## src/rtl/csaf_defines.svh

```systemverilog
// register offsets, field positions, reset values and limits of the fifo block
// assumes a 32-bit classic wishbone slave with byte addresses on wb_adr_i
`ifndef CSAF_DEFINES_SVH
`define CSAF_DEFINES_SVH

`define CSAF_OFF_CTRL      8'h00
`define CSAF_OFF_THRESH    8'h04
`define CSAF_OFF_STATUS    8'h08
`define CSAF_OFF_COUNT     8'h0c

`define CSAF_CTRL_OVF_BIT  0
`define CSAF_CTRL_UDF_BIT  1
`define CSAF_CTRL_LOOK_BIT 2
`define CSAF_CTRL_SCLR_BIT 3

`define CSAF_CTRL_OVF_RST  1'b1
`define CSAF_CTRL_UDF_RST  1'b1
`define CSAF_CTRL_LOOK_RST 1'b0

`define CSAF_THR_AF_LSB    0
`define CSAF_THR_AE_LSB    16
`define CSAF_CNT_WR_LSB    0
`define CSAF_CNT_RD_LSB    16

`define CSAF_ST_WR_FULL    0
`define CSAF_ST_WR_EMPTY   1
`define CSAF_ST_RD_FULL    2
`define CSAF_ST_RD_EMPTY   3
`define CSAF_ST_AFULL      4
`define CSAF_ST_AEMPTY     5

`define CSAF_MIN_DEPTH     4
`define CSAF_FIELD_MAX     16
`define CSAF_SYNC_STAGES   2

`endif

```

## src/rtl/csaf_pkg.sv

```systemverilog
// types shared by the fifo block
// assumes the constants header is included by the design files that need offsets
package csaf_pkg;

  typedef logic [31:0] csaf_word_t;

  typedef enum logic {
    CSAF_READ_NORMAL,
    CSAF_READ_LOOKAHEAD
  } csaf_read_style_t;

endpackage

```

## src/rtl/csaf_fifo.sv

```systemverilog
// configurable fifo with single-clock and dual-clock configurations
// assumes producer and consumer logic on the user side, wishbone master for control
`timescale 1ns/10ps
`default_nettype none
`include "csaf_defines.svh"

module csaf_fifo #(
  parameter int WIDTH      = 8,
  parameter int CW         = 4,
  parameter int DEPTH      = 16,
  parameter int DUAL_CLOCK = 0,
  parameter int AF_INIT    = 12,
  parameter int AE_INIT    = 4
) (
  input  wire logic             clk_i,
  input  wire logic             rst_i,
  input  wire logic             aclr_i,
  input  wire logic             sclr_i,
  input  wire logic             wr_req_i,
  input  wire logic [WIDTH-1:0] wr_data_i,
  input  wire logic             rd_req_i,
  output logic      [WIDTH-1:0] rd_data_o,
  output logic                  wr_full_o,
  output logic                  wr_empty_o,
  output logic      [CW-1:0]    wr_count_o,
  output logic                  rd_full_o,
  output logic                  rd_empty_o,
  output logic      [CW-1:0]    rd_count_o,
  output logic                  almost_full_o,
  output logic                  almost_empty_o,
  input  wire logic             wb_cyc_i,
  input  wire logic             wb_stb_i,
  input  wire logic             wb_we_i,
  input  wire logic [7:0]       wb_adr_i,
  input  wire logic [3:0]       wb_sel_i,
  input  wire logic [31:0]      wb_dat_i,
  output logic      [31:0]      wb_dat_o,
  output logic                  wb_ack_o
);

  localparam int PW = CW + 1;

  // elaboration-time refusal of shapes the pointer arithmetic cannot serve
  generate
    if (DEPTH < `CSAF_MIN_DEPTH || DEPTH != (1 << CW) || PW > `CSAF_FIELD_MAX || WIDTH < 1) begin : g_bad
      $error("csaf_fifo: depth must be at least four and equal two to the count width");
    end
  endgenerate

  // byte-lane merge used by every writable register
  function automatic csaf_pkg::csaf_word_t csaf_merge(input csaf_pkg::csaf_word_t old_v,
                                                     input csaf_pkg::csaf_word_t new_v,
                                                     input logic [3:0]          sel);
    csaf_pkg::csaf_word_t r;
    r = old_v;
    for (int i = 0; i < 4; i++) begin
      if (sel[i]) begin
        r[i*8 +: 8] = new_v[i*8 +: 8];
      end
    end
    return r;
  endfunction

  logic [WIDTH-1:0]               mem_ff [DEPTH];
  logic [PW-1:0]                  wr_ptr_ff;
  logic [PW-1:0]                  rd_ptr_ff;
  logic [PW-1:0]                  nxt_wr_ptr;
  logic [PW-1:0]                  nxt_rd_ptr;
  logic [PW-1:0]                  rd_sync1_ff;
  logic [PW-1:0]                  rd_sync2_ff;
  logic [PW-1:0]                  wr_sync1_ff;
  logic [PW-1:0]                  wr_sync2_ff;
  logic [PW-1:0]                  wr_view_rd;
  logic [PW-1:0]                  rd_view_wr;
  logic [PW-1:0]                  wr_cnt_ff;
  logic [PW-1:0]                  rd_cnt_ff;
  logic [PW-1:0]                  nxt_wr_cnt;
  logic [PW-1:0]                  nxt_rd_cnt;
  logic [PW-1:0]                  af_thr_ff;
  logic [PW-1:0]                  ae_thr_ff;
  logic                           ovf_prot_ff;
  logic                           udf_prot_ff;
  csaf_pkg::csaf_read_style_t     style_ff;
  logic                           sclr_pulse_ff;
  logic                           clr;
  logic                           wr_ok;
  logic                           rd_ok;
  logic [WIDTH-1:0]               nxt_head;
  logic                           bus_req;
  logic                           bus_wr;
  csaf_pkg::csaf_word_t           ctrl_word;
  csaf_pkg::csaf_word_t           thr_word;
  csaf_pkg::csaf_word_t           status_word;
  csaf_pkg::csaf_word_t           count_word;
  csaf_pkg::csaf_word_t           rd_mux;
  csaf_pkg::csaf_word_t           ctrl_new;
  csaf_pkg::csaf_word_t           thr_new;

  // ---------------- accept logic ----------------
  assign clr   = sclr_i | sclr_pulse_ff;
  assign wr_ok = wr_req_i & ~(ovf_prot_ff & wr_full_o);
  assign rd_ok = rd_req_i & ~(udf_prot_ff & rd_empty_o);

  // each side sees the far pointer only after the two-stage crossing in dual mode
  assign wr_view_rd = (DUAL_CLOCK != 0) ? rd_sync2_ff : nxt_rd_ptr;
  assign rd_view_wr = (DUAL_CLOCK != 0) ? wr_sync2_ff : nxt_wr_ptr;

  always_comb begin
    nxt_wr_ptr = clr ? '0 : wr_ptr_ff + PW'(wr_ok);
    nxt_rd_ptr = clr ? '0 : rd_ptr_ff + PW'(rd_ok);
    nxt_wr_cnt = clr ? '0 : nxt_wr_ptr - wr_view_rd;
    nxt_rd_cnt = clr ? '0 : rd_view_wr - nxt_rd_ptr;
  end

  // pointers, counts and flags; the asynchronous clear needs no hold time
  always_ff @(posedge clk_i or posedge aclr_i) begin
    if (aclr_i) begin
      wr_ptr_ff      <= '0;
      rd_ptr_ff      <= '0;
      wr_cnt_ff      <= '0;
      rd_cnt_ff      <= '0;
      wr_full_o      <= 1'b0;
      wr_empty_o     <= 1'b1;
      rd_full_o      <= 1'b0;
      rd_empty_o     <= 1'b1;
      almost_full_o  <= 1'b0;
      almost_empty_o <= 1'b1;
    end else if (rst_i) begin
      wr_ptr_ff      <= '0;
      rd_ptr_ff      <= '0;
      wr_cnt_ff      <= '0;
      rd_cnt_ff      <= '0;
      wr_full_o      <= 1'b0;
      wr_empty_o     <= 1'b1;
      rd_full_o      <= 1'b0;
      rd_empty_o     <= 1'b1;
      almost_full_o  <= 1'b0;
      almost_empty_o <= 1'b1;
    end else begin
      wr_ptr_ff      <= nxt_wr_ptr;
      rd_ptr_ff      <= nxt_rd_ptr;
      wr_cnt_ff      <= nxt_wr_cnt;
      rd_cnt_ff      <= nxt_rd_cnt;
      wr_full_o      <= (nxt_wr_cnt == PW'(DEPTH));
      wr_empty_o     <= (nxt_wr_cnt == '0);
      rd_full_o      <= (nxt_rd_cnt == PW'(DEPTH));
      rd_empty_o     <= (nxt_rd_cnt == '0);
      almost_full_o  <= (nxt_wr_cnt >= af_thr_ff);
      almost_empty_o <= (nxt_rd_cnt < ae_thr_ff);
    end
  end

  // pointer crossing chains; the first stage feeds only the second
  always_ff @(posedge clk_i or posedge aclr_i) begin
    if (aclr_i) begin
      rd_sync1_ff <= '0;
      rd_sync2_ff <= '0;
      wr_sync1_ff <= '0;
      wr_sync2_ff <= '0;
    end else if (rst_i || clr) begin
      rd_sync1_ff <= '0;
      rd_sync2_ff <= '0;
      wr_sync1_ff <= '0;
      wr_sync2_ff <= '0;
    end else begin
      rd_sync1_ff <= rd_ptr_ff;
      rd_sync2_ff <= rd_sync1_ff;
      wr_sync1_ff <= wr_ptr_ff;
      wr_sync2_ff <= wr_sync1_ff;
    end
  end

  assign wr_count_o = wr_cnt_ff[CW-1:0];
  assign rd_count_o = rd_cnt_ff[CW-1:0];

  // ---------------- storage and output word ----------------
  always_ff @(posedge clk_i) begin
    if (wr_ok && !clr && !rst_i) begin
      mem_ff[wr_ptr_ff[CW-1:0]] <= wr_data_i;
    end
  end

  // a word written into an empty fifo bypasses storage so look-ahead shows it at once
  assign nxt_head = (wr_ok && nxt_rd_ptr == wr_ptr_ff) ? wr_data_i : mem_ff[nxt_rd_ptr[CW-1:0]];

  always_ff @(posedge clk_i or posedge aclr_i) begin
    if (aclr_i) begin
      rd_data_o <= '0;
    end else if (rst_i || clr) begin
      rd_data_o <= '0;
    end else if (style_ff == csaf_pkg::CSAF_READ_LOOKAHEAD) begin
      rd_data_o <= nxt_head;
    end else if (rd_ok) begin
      rd_data_o <= mem_ff[rd_ptr_ff[CW-1:0]];
    end
  end

  // ---------------- wishbone slave ----------------
  assign bus_req = wb_cyc_i & wb_stb_i;
  // writes land on the edge where the master sees ack
  assign bus_wr  = bus_req & wb_we_i & wb_ack_o;

  assign ctrl_word   = {28'h0000000, 1'b0, (style_ff == csaf_pkg::CSAF_READ_LOOKAHEAD), udf_prot_ff, ovf_prot_ff};
  assign thr_word    = (32'(ae_thr_ff) << `CSAF_THR_AE_LSB) | (32'(af_thr_ff) << `CSAF_THR_AF_LSB);
  assign status_word = {26'h0000000, almost_empty_o, almost_full_o, rd_empty_o, rd_full_o, wr_empty_o, wr_full_o};
  assign count_word  = (32'(rd_cnt_ff) << `CSAF_CNT_RD_LSB) | (32'(wr_cnt_ff) << `CSAF_CNT_WR_LSB);
  assign ctrl_new    = csaf_merge(ctrl_word, wb_dat_i, wb_sel_i);
  assign thr_new     = csaf_merge(thr_word, wb_dat_i, wb_sel_i);

  always_comb begin
    case ({wb_adr_i[7:2], 2'b00})
      `CSAF_OFF_CTRL:   rd_mux = ctrl_word;
      `CSAF_OFF_THRESH: rd_mux = thr_word;
      `CSAF_OFF_STATUS: rd_mux = status_word;
      `CSAF_OFF_COUNT:  rd_mux = count_word;
      default:          rd_mux = 32'h00000000;
    endcase
  end

  always_ff @(posedge clk_i) begin
    if (rst_i) begin
      wb_ack_o <= 1'b0;
      wb_dat_o <= 32'h00000000;
    end else begin
      wb_ack_o <= bus_req & ~wb_ack_o;
      if (bus_req && !wb_ack_o) begin
        wb_dat_o <= rd_mux;
      end
    end
  end

  always_ff @(posedge clk_i) begin
    if (rst_i) begin
      ovf_prot_ff <= `CSAF_CTRL_OVF_RST;
      udf_prot_ff <= `CSAF_CTRL_UDF_RST;
      style_ff    <= csaf_pkg::CSAF_READ_NORMAL;
    end else if (bus_wr && {wb_adr_i[7:2], 2'b00} == `CSAF_OFF_CTRL) begin
      ovf_prot_ff <= ctrl_new[`CSAF_CTRL_OVF_BIT];
      udf_prot_ff <= ctrl_new[`CSAF_CTRL_UDF_BIT];
      style_ff    <= ctrl_new[`CSAF_CTRL_LOOK_BIT] ? csaf_pkg::CSAF_READ_LOOKAHEAD : csaf_pkg::CSAF_READ_NORMAL;
    end
  end

  // the clear bit is a self-clearing strobe, it never reads back as one
  always_ff @(posedge clk_i) begin
    if (rst_i) begin
      sclr_pulse_ff <= 1'b0;
    end else begin
      sclr_pulse_ff <= bus_wr && {wb_adr_i[7:2], 2'b00} == `CSAF_OFF_CTRL && ctrl_new[`CSAF_CTRL_SCLR_BIT];
    end
  end

  always_ff @(posedge clk_i) begin
    if (rst_i) begin
      af_thr_ff <= PW'(AF_INIT);
      ae_thr_ff <= PW'(AE_INIT);
    end else if (bus_wr && {wb_adr_i[7:2], 2'b00} == `CSAF_OFF_THRESH) begin
      af_thr_ff <= thr_new[`CSAF_THR_AF_LSB +: PW];
      ae_thr_ff <= thr_new[`CSAF_THR_AE_LSB +: PW];
    end
  end
endmodule
`default_nettype wire

```

## config.mk

```make
export PLATFORM = sky130hd
export DESIGN_NAME = csaf_fifo
export DESIGN_NICKNAME = d
export VERILOG_FILES = /design/src/rtl/csaf_pkg.sv /design/src/rtl/csaf_fifo.sv
export VERILOG_INCLUDE_DIRS = /design/src /design/src/rtl
export SDC_FILE = /design/constraint.sdc
export NUM_CORES = 1
export LEC_CHECK = 0
export BUFFER_PORTS_ARGS = -buffer_cell sky130_fd_sc_hd__buf_4
export CAP_MARGIN = 20
export CORE_AREA = 5 5 145 202
export DETAILED_ROUTE_END_ITERATION = 10
export DIE_AREA = 0 0 150 207
export RECOVER_POWER = 100
export SYNTH_ARGS = -nofsm -noshare
export SYNTH_HDL_FRONTEND = slang
export SYNTH_SLANG_ARGS = --single-unit
```

## constraint.sdc

```tcl
create_clock -name clk_i -period 6.7 [get_ports clk_i]
set_input_delay 0.335 -clock clk_i [delete_from_list [all_inputs] [get_ports clk_i]]
set_output_delay 0.335 -clock clk_i [all_outputs]
set_load 0.05 [all_outputs]
```

==> flow_metrics.tcl, run 1 <==
set metrics [dict create \
    status "finished with violations" \
    failed_checks "max-capacitance violations, max-slew violations" \
    grt_max_degree 47 \
    startpoint "rd_empty_o" \
    criticalPathCategory "reg -> reg" \
    wirelength_mm 25.8 \
    worstPathMaxFanout 25 \
    setup_viol 0 \
    hp-start "wb_dat_i[1]" \
    worstReg2RegStart "rd_empty_o" \
    finalCritPeriodShare_pct 77.3 \
    rrSetupSlack_ps 1520 \
    muxShareOfSynthArea_pct 15.4 \
    cp.depth 15 \
    peakVddDrop_uv 174 \
    antenna_found_initial 0 \
    rows 72 \
    wire_per_inst_um 21.8 \
    die_h_um 207 \
    p_per_area_nw_per_um2 223 \
    postRouteAntennaNets 0 \
    grt_first_pass_wirelength_mm 39.2 \
    synth_fa_ha_area_share_pct 2.09 \
    yosys.area_share.simple_pct 10.9 \
    finalPower_mw 2.33 \
    synth.avg_cell_area_um2 12.4 \
    yosysWarnings 0 \
    cp_slowest_cell "clkbuf_1" \
    viasPerCell 5.40 \
    vias 6373 \
    synth-xor-area-share_pct 1.54 \
    synth_top_family_by_area "multiplexers" \
    drv_cap 5 \
    start_kind "flip-flop" \
    hold_violations 0 \
    synth_edf_count 128 \
    async_flop_share_pct 14.9 \
    clk_latency_ps 440 \
    hold_ws_ps 120 \
    finalCriticalPeriod_ps 5180 \
    post-dp-hpwl_mm 17.3 \
    ys_types 72 \
    cpMostUsedCell "ha_1" \
    grt_pass1_vias 6645 \
    dr.first_iter.drc_count 510 \
    critPathTopFamily "compound AO/OA/AOI/OAI gates" \
    clockBufferDepth 2 \
    port_buffers 68 \
    ys_ff_latch 181 \
    syn-cell-area_um2 9360 \
    drive_gt1_share_pct 16.0 \
    clock_skew_ps 8.79 \
    cts_tree "done" \
    root_buffer "clkbuf_16" \
    leakagePower_nw 3.48 \
    rsz0062_at_grt "no" \
    rr_endpoint "almost_full_o" \
    crit_path_end "almost_full_o" \
    arrival_ps 5550 \
    end_kind "flip-flop" \
    synth_cells 754 \
    dieArea_um2 31100 \
    cts_buffers 17 \
    crit_buf_inv 2 \
    fmax_ghz 0.193 \
    route.detailed.drc 0 \
    ctsHoldBuffers 1 \
    coreArea_um2 27400 \
    cts-resized-gates 0 \
    cp.required_ps 7070 \
    syn_to_final_growth_pct 11.6 \
    grt-ovfl-total 0 \
    clkTransAtPathRegs_ps 60 \
    slew_headroom_pct -74.6 \
    reg2reg_depth 15 \
    gp_congestion 0.825 \
    initial_utilization_pct 34.2 \
    cts-htree-levels 4 \
    nNetsFinal 874 \
    postCtsSetupRepairBufs 0 \
    die_x_um 150 \
    synth_compound_area_share_pct 10.5 \
    slowest_delay_ps 1000 \
    worstPathCellList "a21boi_0 > ha_1 > ha_1 > clkbuf_1 > nor3b_2 > fa_1 > a21boi_0 > o22ai_1 > a21oi_1 > xnor2_1 > nor2_1 > ha_1 > inv_1 > a2111oi_0 > a211o_1" \
    ys_seq_area_share_pct 53.9 \
    fin_setup_tns_ps 0 \
    track_usage_pct 16.7 \
    hold_path.class "in -> reg" \
    ios 116 \
    worst_pin_slew_ps 2620 \
    drv_slew 102 \
    synthFlopType "edfxtp_1" \
    dr.pass1.iters 7 \
    clock_sinks 181 \
    antenna_cells 0 \
]
[layer usage]
| layer | wire [µm] | vias up | part of all wire (%) | global-route usage [%] |
|---|---|---|---|---|
| met5 | 0 | - | 0 | 0 |
| met4 | 988 | 0 | 3.8 | 7.29 |
| met1 | 9900 | 3173 | 38 | 19.1 |
| met2 | 13400 | 241 | 52 | 30.0 |
| met3 | 1470 | 55 | 5.7 | 2.89 |
| li1 | - | 2904 | - | - |
[state kept, by name, indices dropped and copies added, names as in the netlist, 5 cells and up]
signal and cells:
wb_dat_o 11, af_thr_ff 5, rd_ptr_ff 5, wr_ptr_ff 5
rd_data_o 8, mem_ff 128, ae_thr_ff 5, rd_cnt_ff 5
[worst min path at each step]
stage	endpoint	slack, ps	depth (start not counted)
global route	ovf_prot_ff	120	2
global placement	wb_dat_o[5]	440	2
finish	udf_prot_ff	120	2
floorplan	almost_full_o	390	1
detailed placement	rd_ptr_ff[4]	450	3
CTS	udf_prot_ff	110	2
[synth_stat cells (all sizes together), types with 12 or more instances]
| library cell | number | share of area [%] |
|---|---|---|
| buf | 51 | 3.8 |
| mux4 | 40 | 9.7 |
| dfxtp | 26 | 5.6 |
| nand2 | 82 | 3.3 |
| clkbuf | 27 | 1.1 |
| mux2 | 12 | 1.4 |
| o22ai | 17 | 1.1 |
| ha | 14 | 1.9 |
| edfxtp | 128 | 41 |
| nor3 | 22 | 1.2 |
| dfrtp | 25 | 6.7 |
| o211ai | 17 | 1.4 |
| inv | 17 | 0.68 |
| mux2i | 38 | 4.2 |
| nor2 | 60 | 2.5 |
| a21oi | 30 | 1.6 |
| nand3 | 14 | 0.80 |
[kinds of logic (layout without fill, tap and decap cells)]
kind of cell               Yosys count  count (layout)
and+or+nand+nor                    218             218
DFF                                181             181
AOI/OAI and AO/OA                  139             139
buffers and inverters               97             134
muxes                               90              90
adders and majority gates           15              15
xor gates and xnor gates            13              13
other                                1              21
[cell type report]
| class | count | area [µm²] |
|---|---|---|
| Clock buffer | 20 | 457 |
| Clock inverter | 12 | 96.3 |
| Fill cell | 2721 | 16900 |
| Inverter | 19 | 71.3 |
| Multi-Input combinational cell | 496 | 3870 |
| Sequential cell | 181 | 5040 |
| Tap cell | 370 | 463 |
| Timing Repair Buffer | 83 | 438 |
[power breakdown]
group / total, mW / switching [mW] / internal (mW)
Combinational: 0.171 / 0.122 / 0.0491
Sequential: 1.21 / 0.00491 / 1.20
Clock: 0.950 / 0.449 / 0.502
[cell usage in the layout (no fill, tap or decap), types with 17 or more instances in the layout]
master       n
edfxtp_1   128
nand2_1     81
nor2_1      58
clkbuf_1    51
mux4_2      38
mux2i_1     37
buf_4       30
a21oi_1     29
dfxtp_1     26
dfrtp_1     24
nor3_1      21
conb_1      21
inv_1       17
o22ai_1     17
o211ai_1    17
clkbuf_16   17
[metrics by stage]
stage          cell area (µm²)  util (%)  setup slack (ps)  instances
3_3_place_gp             10100      36.8              2630       1145
2_1_floorplan             9430         -              2590        774
4_1_cts                  10600      38.9              2540       1179
6_report                 10400      38.1              1520       1181
3_5_place_dp             10100      36.8              2570       1146
5_1_grt                  10400      38.1              1110       1181
[worst reg2reg max path: stages (launching register included)]
cell and delay, ps:
dfstp_1 610, a21boi_0 250, ha_1 290, ha_1 280, clkbuf_1 1000, nor3b_2 620, fa_1 320, a21boi_0 190
o22ai_1 100, a21oi_1 200, xnor2_1 220, nor2_1 120, ha_1 350, inv_1 40, a2111oi_0 360, a211o_1 160
No activity file was read; power rests on OpenSTA's default activity.
==> inputs of run 2 (changes only) <==
clock period = 4.7 ns   (was 6.7 ns; I/O delays follow)
==> run 2 against run 1 <==
The flow still finishes with violations (max-capacitance violations, max-slew violations). Critical path depth is 2 lower. Die area stayed put. Clock skew is 1.5 ps higher. Maximum frequency is 25% higher. Critical endpoint is now almost_empty_o. Largest cell class unchanged.
==> flow_metrics.tcl, run 2 (synthesis gave the netlist of run 1 again) <==
set metrics [dict create \
    antenna_found_initial 0 \
    leakagePower_nw 3.52 \
    cts-resized-gates 0 \
    drv_cap 3 \
    root_buffer "clkbuf_16" \
    fin_setup_tns_ps 0 \
    layout_common_cells "edfxtp_1 (128), nand2_1 (81), nor2_1 (59)" \
    drv_slew 46 \
    p_int_mw 2.57 \
    setup_viol 0 \
    post-dp-hpwl_mm 17.3 \
    seq_area_um2 5040 \
    hold_path.class "in -> reg" \
    viasPerCell 5.33 \
    grt_max_degree 47 \
    power_frac_comb_pct 7.1 \
    arrival_ps 4470 \
    worstPathMaxFanout 6 \
    clk_latency_ps 430 \
    antenna_cells 0 \
    grt-ovfl-total 0 \
    status "finished with violations" \
    gp_congestion 0.818 \
    clkPwrFrac_pct 41.9 \
    peakVddDrop_uv 192 \
    rows 72 \
    cts-htree-levels 4 \
    die_x_um 150 \
    cts_tree "done" \
    die_h_um 207 \
    fillers 2723 \
    slew_headroom_pct -10.8 \
    dp_slack_ps 653 \
    coreArea_um2 27400 \
    ctsHoldBuffers 1 \
    multi_input_area_um2 3850 \
    nNetsFinal 876 \
    clock_sinks 181 \
    start_kind "flip-flop" \
    finalCritPeriodShare_pct 87.9 \
    track_usage_pct 16.3 \
    initial_utilization_pct 34.2 \
    ios 116 \
    postCtsSetupRepairBufs 0 \
    worstReg2RegStart "rd_empty_o" \
    cp.required_ps 5040 \
    grt_pass1_vias 6462 \
    largest_reg_flops 128 \
    power_switching_mw 0.805 \
    cts_buffers 17 \
    postRouteAntennaNets 0 \
    clockBufferDepth 2 \
    dieArea_um2 31100 \
    route.detailed.drc 0 \
    end_kind "flip-flop" \
    startpoint "rd_empty_o" \
    wirelength_mm 25.4 \
    hp-start "wb_dat_i[1]" \
    clock_skew_ps 10.3 \
    worst_pin_slew_ps 1660 \
    criticalPathCategory "reg -> reg" \
    rsz0062_at_grt "no" \
    dr.first_iter.drc_count 468 \
    failed_checks "max-capacitance violations, max-slew violations" \
    switching_share_pct 23.8 \
    fin_ws_ps 567 \
    hold_violations 0 \
    p_seq_share_pct 51.0 \
    wire_per_inst_um 21.5 \
    dr.pass1.iters 5 \
    finalPower_mw 3.38 \
    port_buffers 68 \
    syn_to_final_growth_pct 11.9 \
    fmax_ghz 0.242 \
    vias 6301 \
    clkTransAtPathRegs_ps 70 \
    grt_first_pass_wirelength_mm 38.0 \
    post-route-util_pct 38.2 \
    layout_commonest_cell "edfxtp_1" \
    finalCriticalPeriod_ps 4130 \
    p_per_area_nw_per_um2 323 \
    drive_gt1_share_pct 16.2 \
]
## run 2: power groups by stage
| stage | Sequential (mW) | Combinational [mW] | Clock (mW) |
|---|---|---|---|
| after floorplan | 1.76 | 0.171 | 0 |
| after global placement | 1.76 | 0.246 | 0 |
| after detailed placement | 1.76 | 0.249 | 0 |
| after CTS | 1.72 | 0.251 | 1.44 |
| after global routing | 1.72 | 0.258 | 1.51 |
| final | 1.72 | 0.240 | 1.42 |
## run 2: worst max-delay path, stage by stage, from the launching register on
cell       delay (ps)
dfstp_1           610
a21boi_0          250
ha_1              270
ha_1              280
xnor2_1           730
nor2_1            240
o22ai_1           240
a21oi_1           110
xnor2_1           320
nor2_1            120
ha_1              350
inv_1              40
a2111oi_0         390
a211oi_1           90
## run 2: through the flow
step	instance area [µm²]	cells	hold WS (ps)
2_1_floorplan	9430	774	286
3_3_place_gp	10100	1148	350
3_5_place_dp	10100	1148	346
4_1_cts	10700	1181	10.4
5_1_grt	10500	1183	21.1
6_report	10500	1183	23.9
## run 2: path summary, 6_finish.rpt
path	end	slack, ps	depth (start not counted)
hold reg to reg	wb_dat_o[5]	450	2
setup / recovery	almost_empty_o	570	13
min in group asynchronous	rd_ptr_ff[3]	940	4
setup reg to reg	almost_empty_o	570	13
hold / removal	udf_prot_ff	20	2
max in group asynchronous	rd_ptr_ff[0]	2680	4
## run 2: per-layer routing
metal  vias to the layer above  global-route usage, %  share of wire (%)
li1                       2907                      -                  -
met1                      3116                   19.0                 39
met2                       230                   29.1                 52
met3                        48                   2.45                5.2
met4                         0                   7.64                4.0
met5                         -                      0                  0
## run 2: layout make-up
cell class                 count  area share, %
timing repair buffer          85           4.43
clock buffer                  18           4.10
sequential                   181           48.2
tap                          370           4.42
clock inverter                14           1.42
inverter                      19          0.681
multi-input combinational    496           36.8
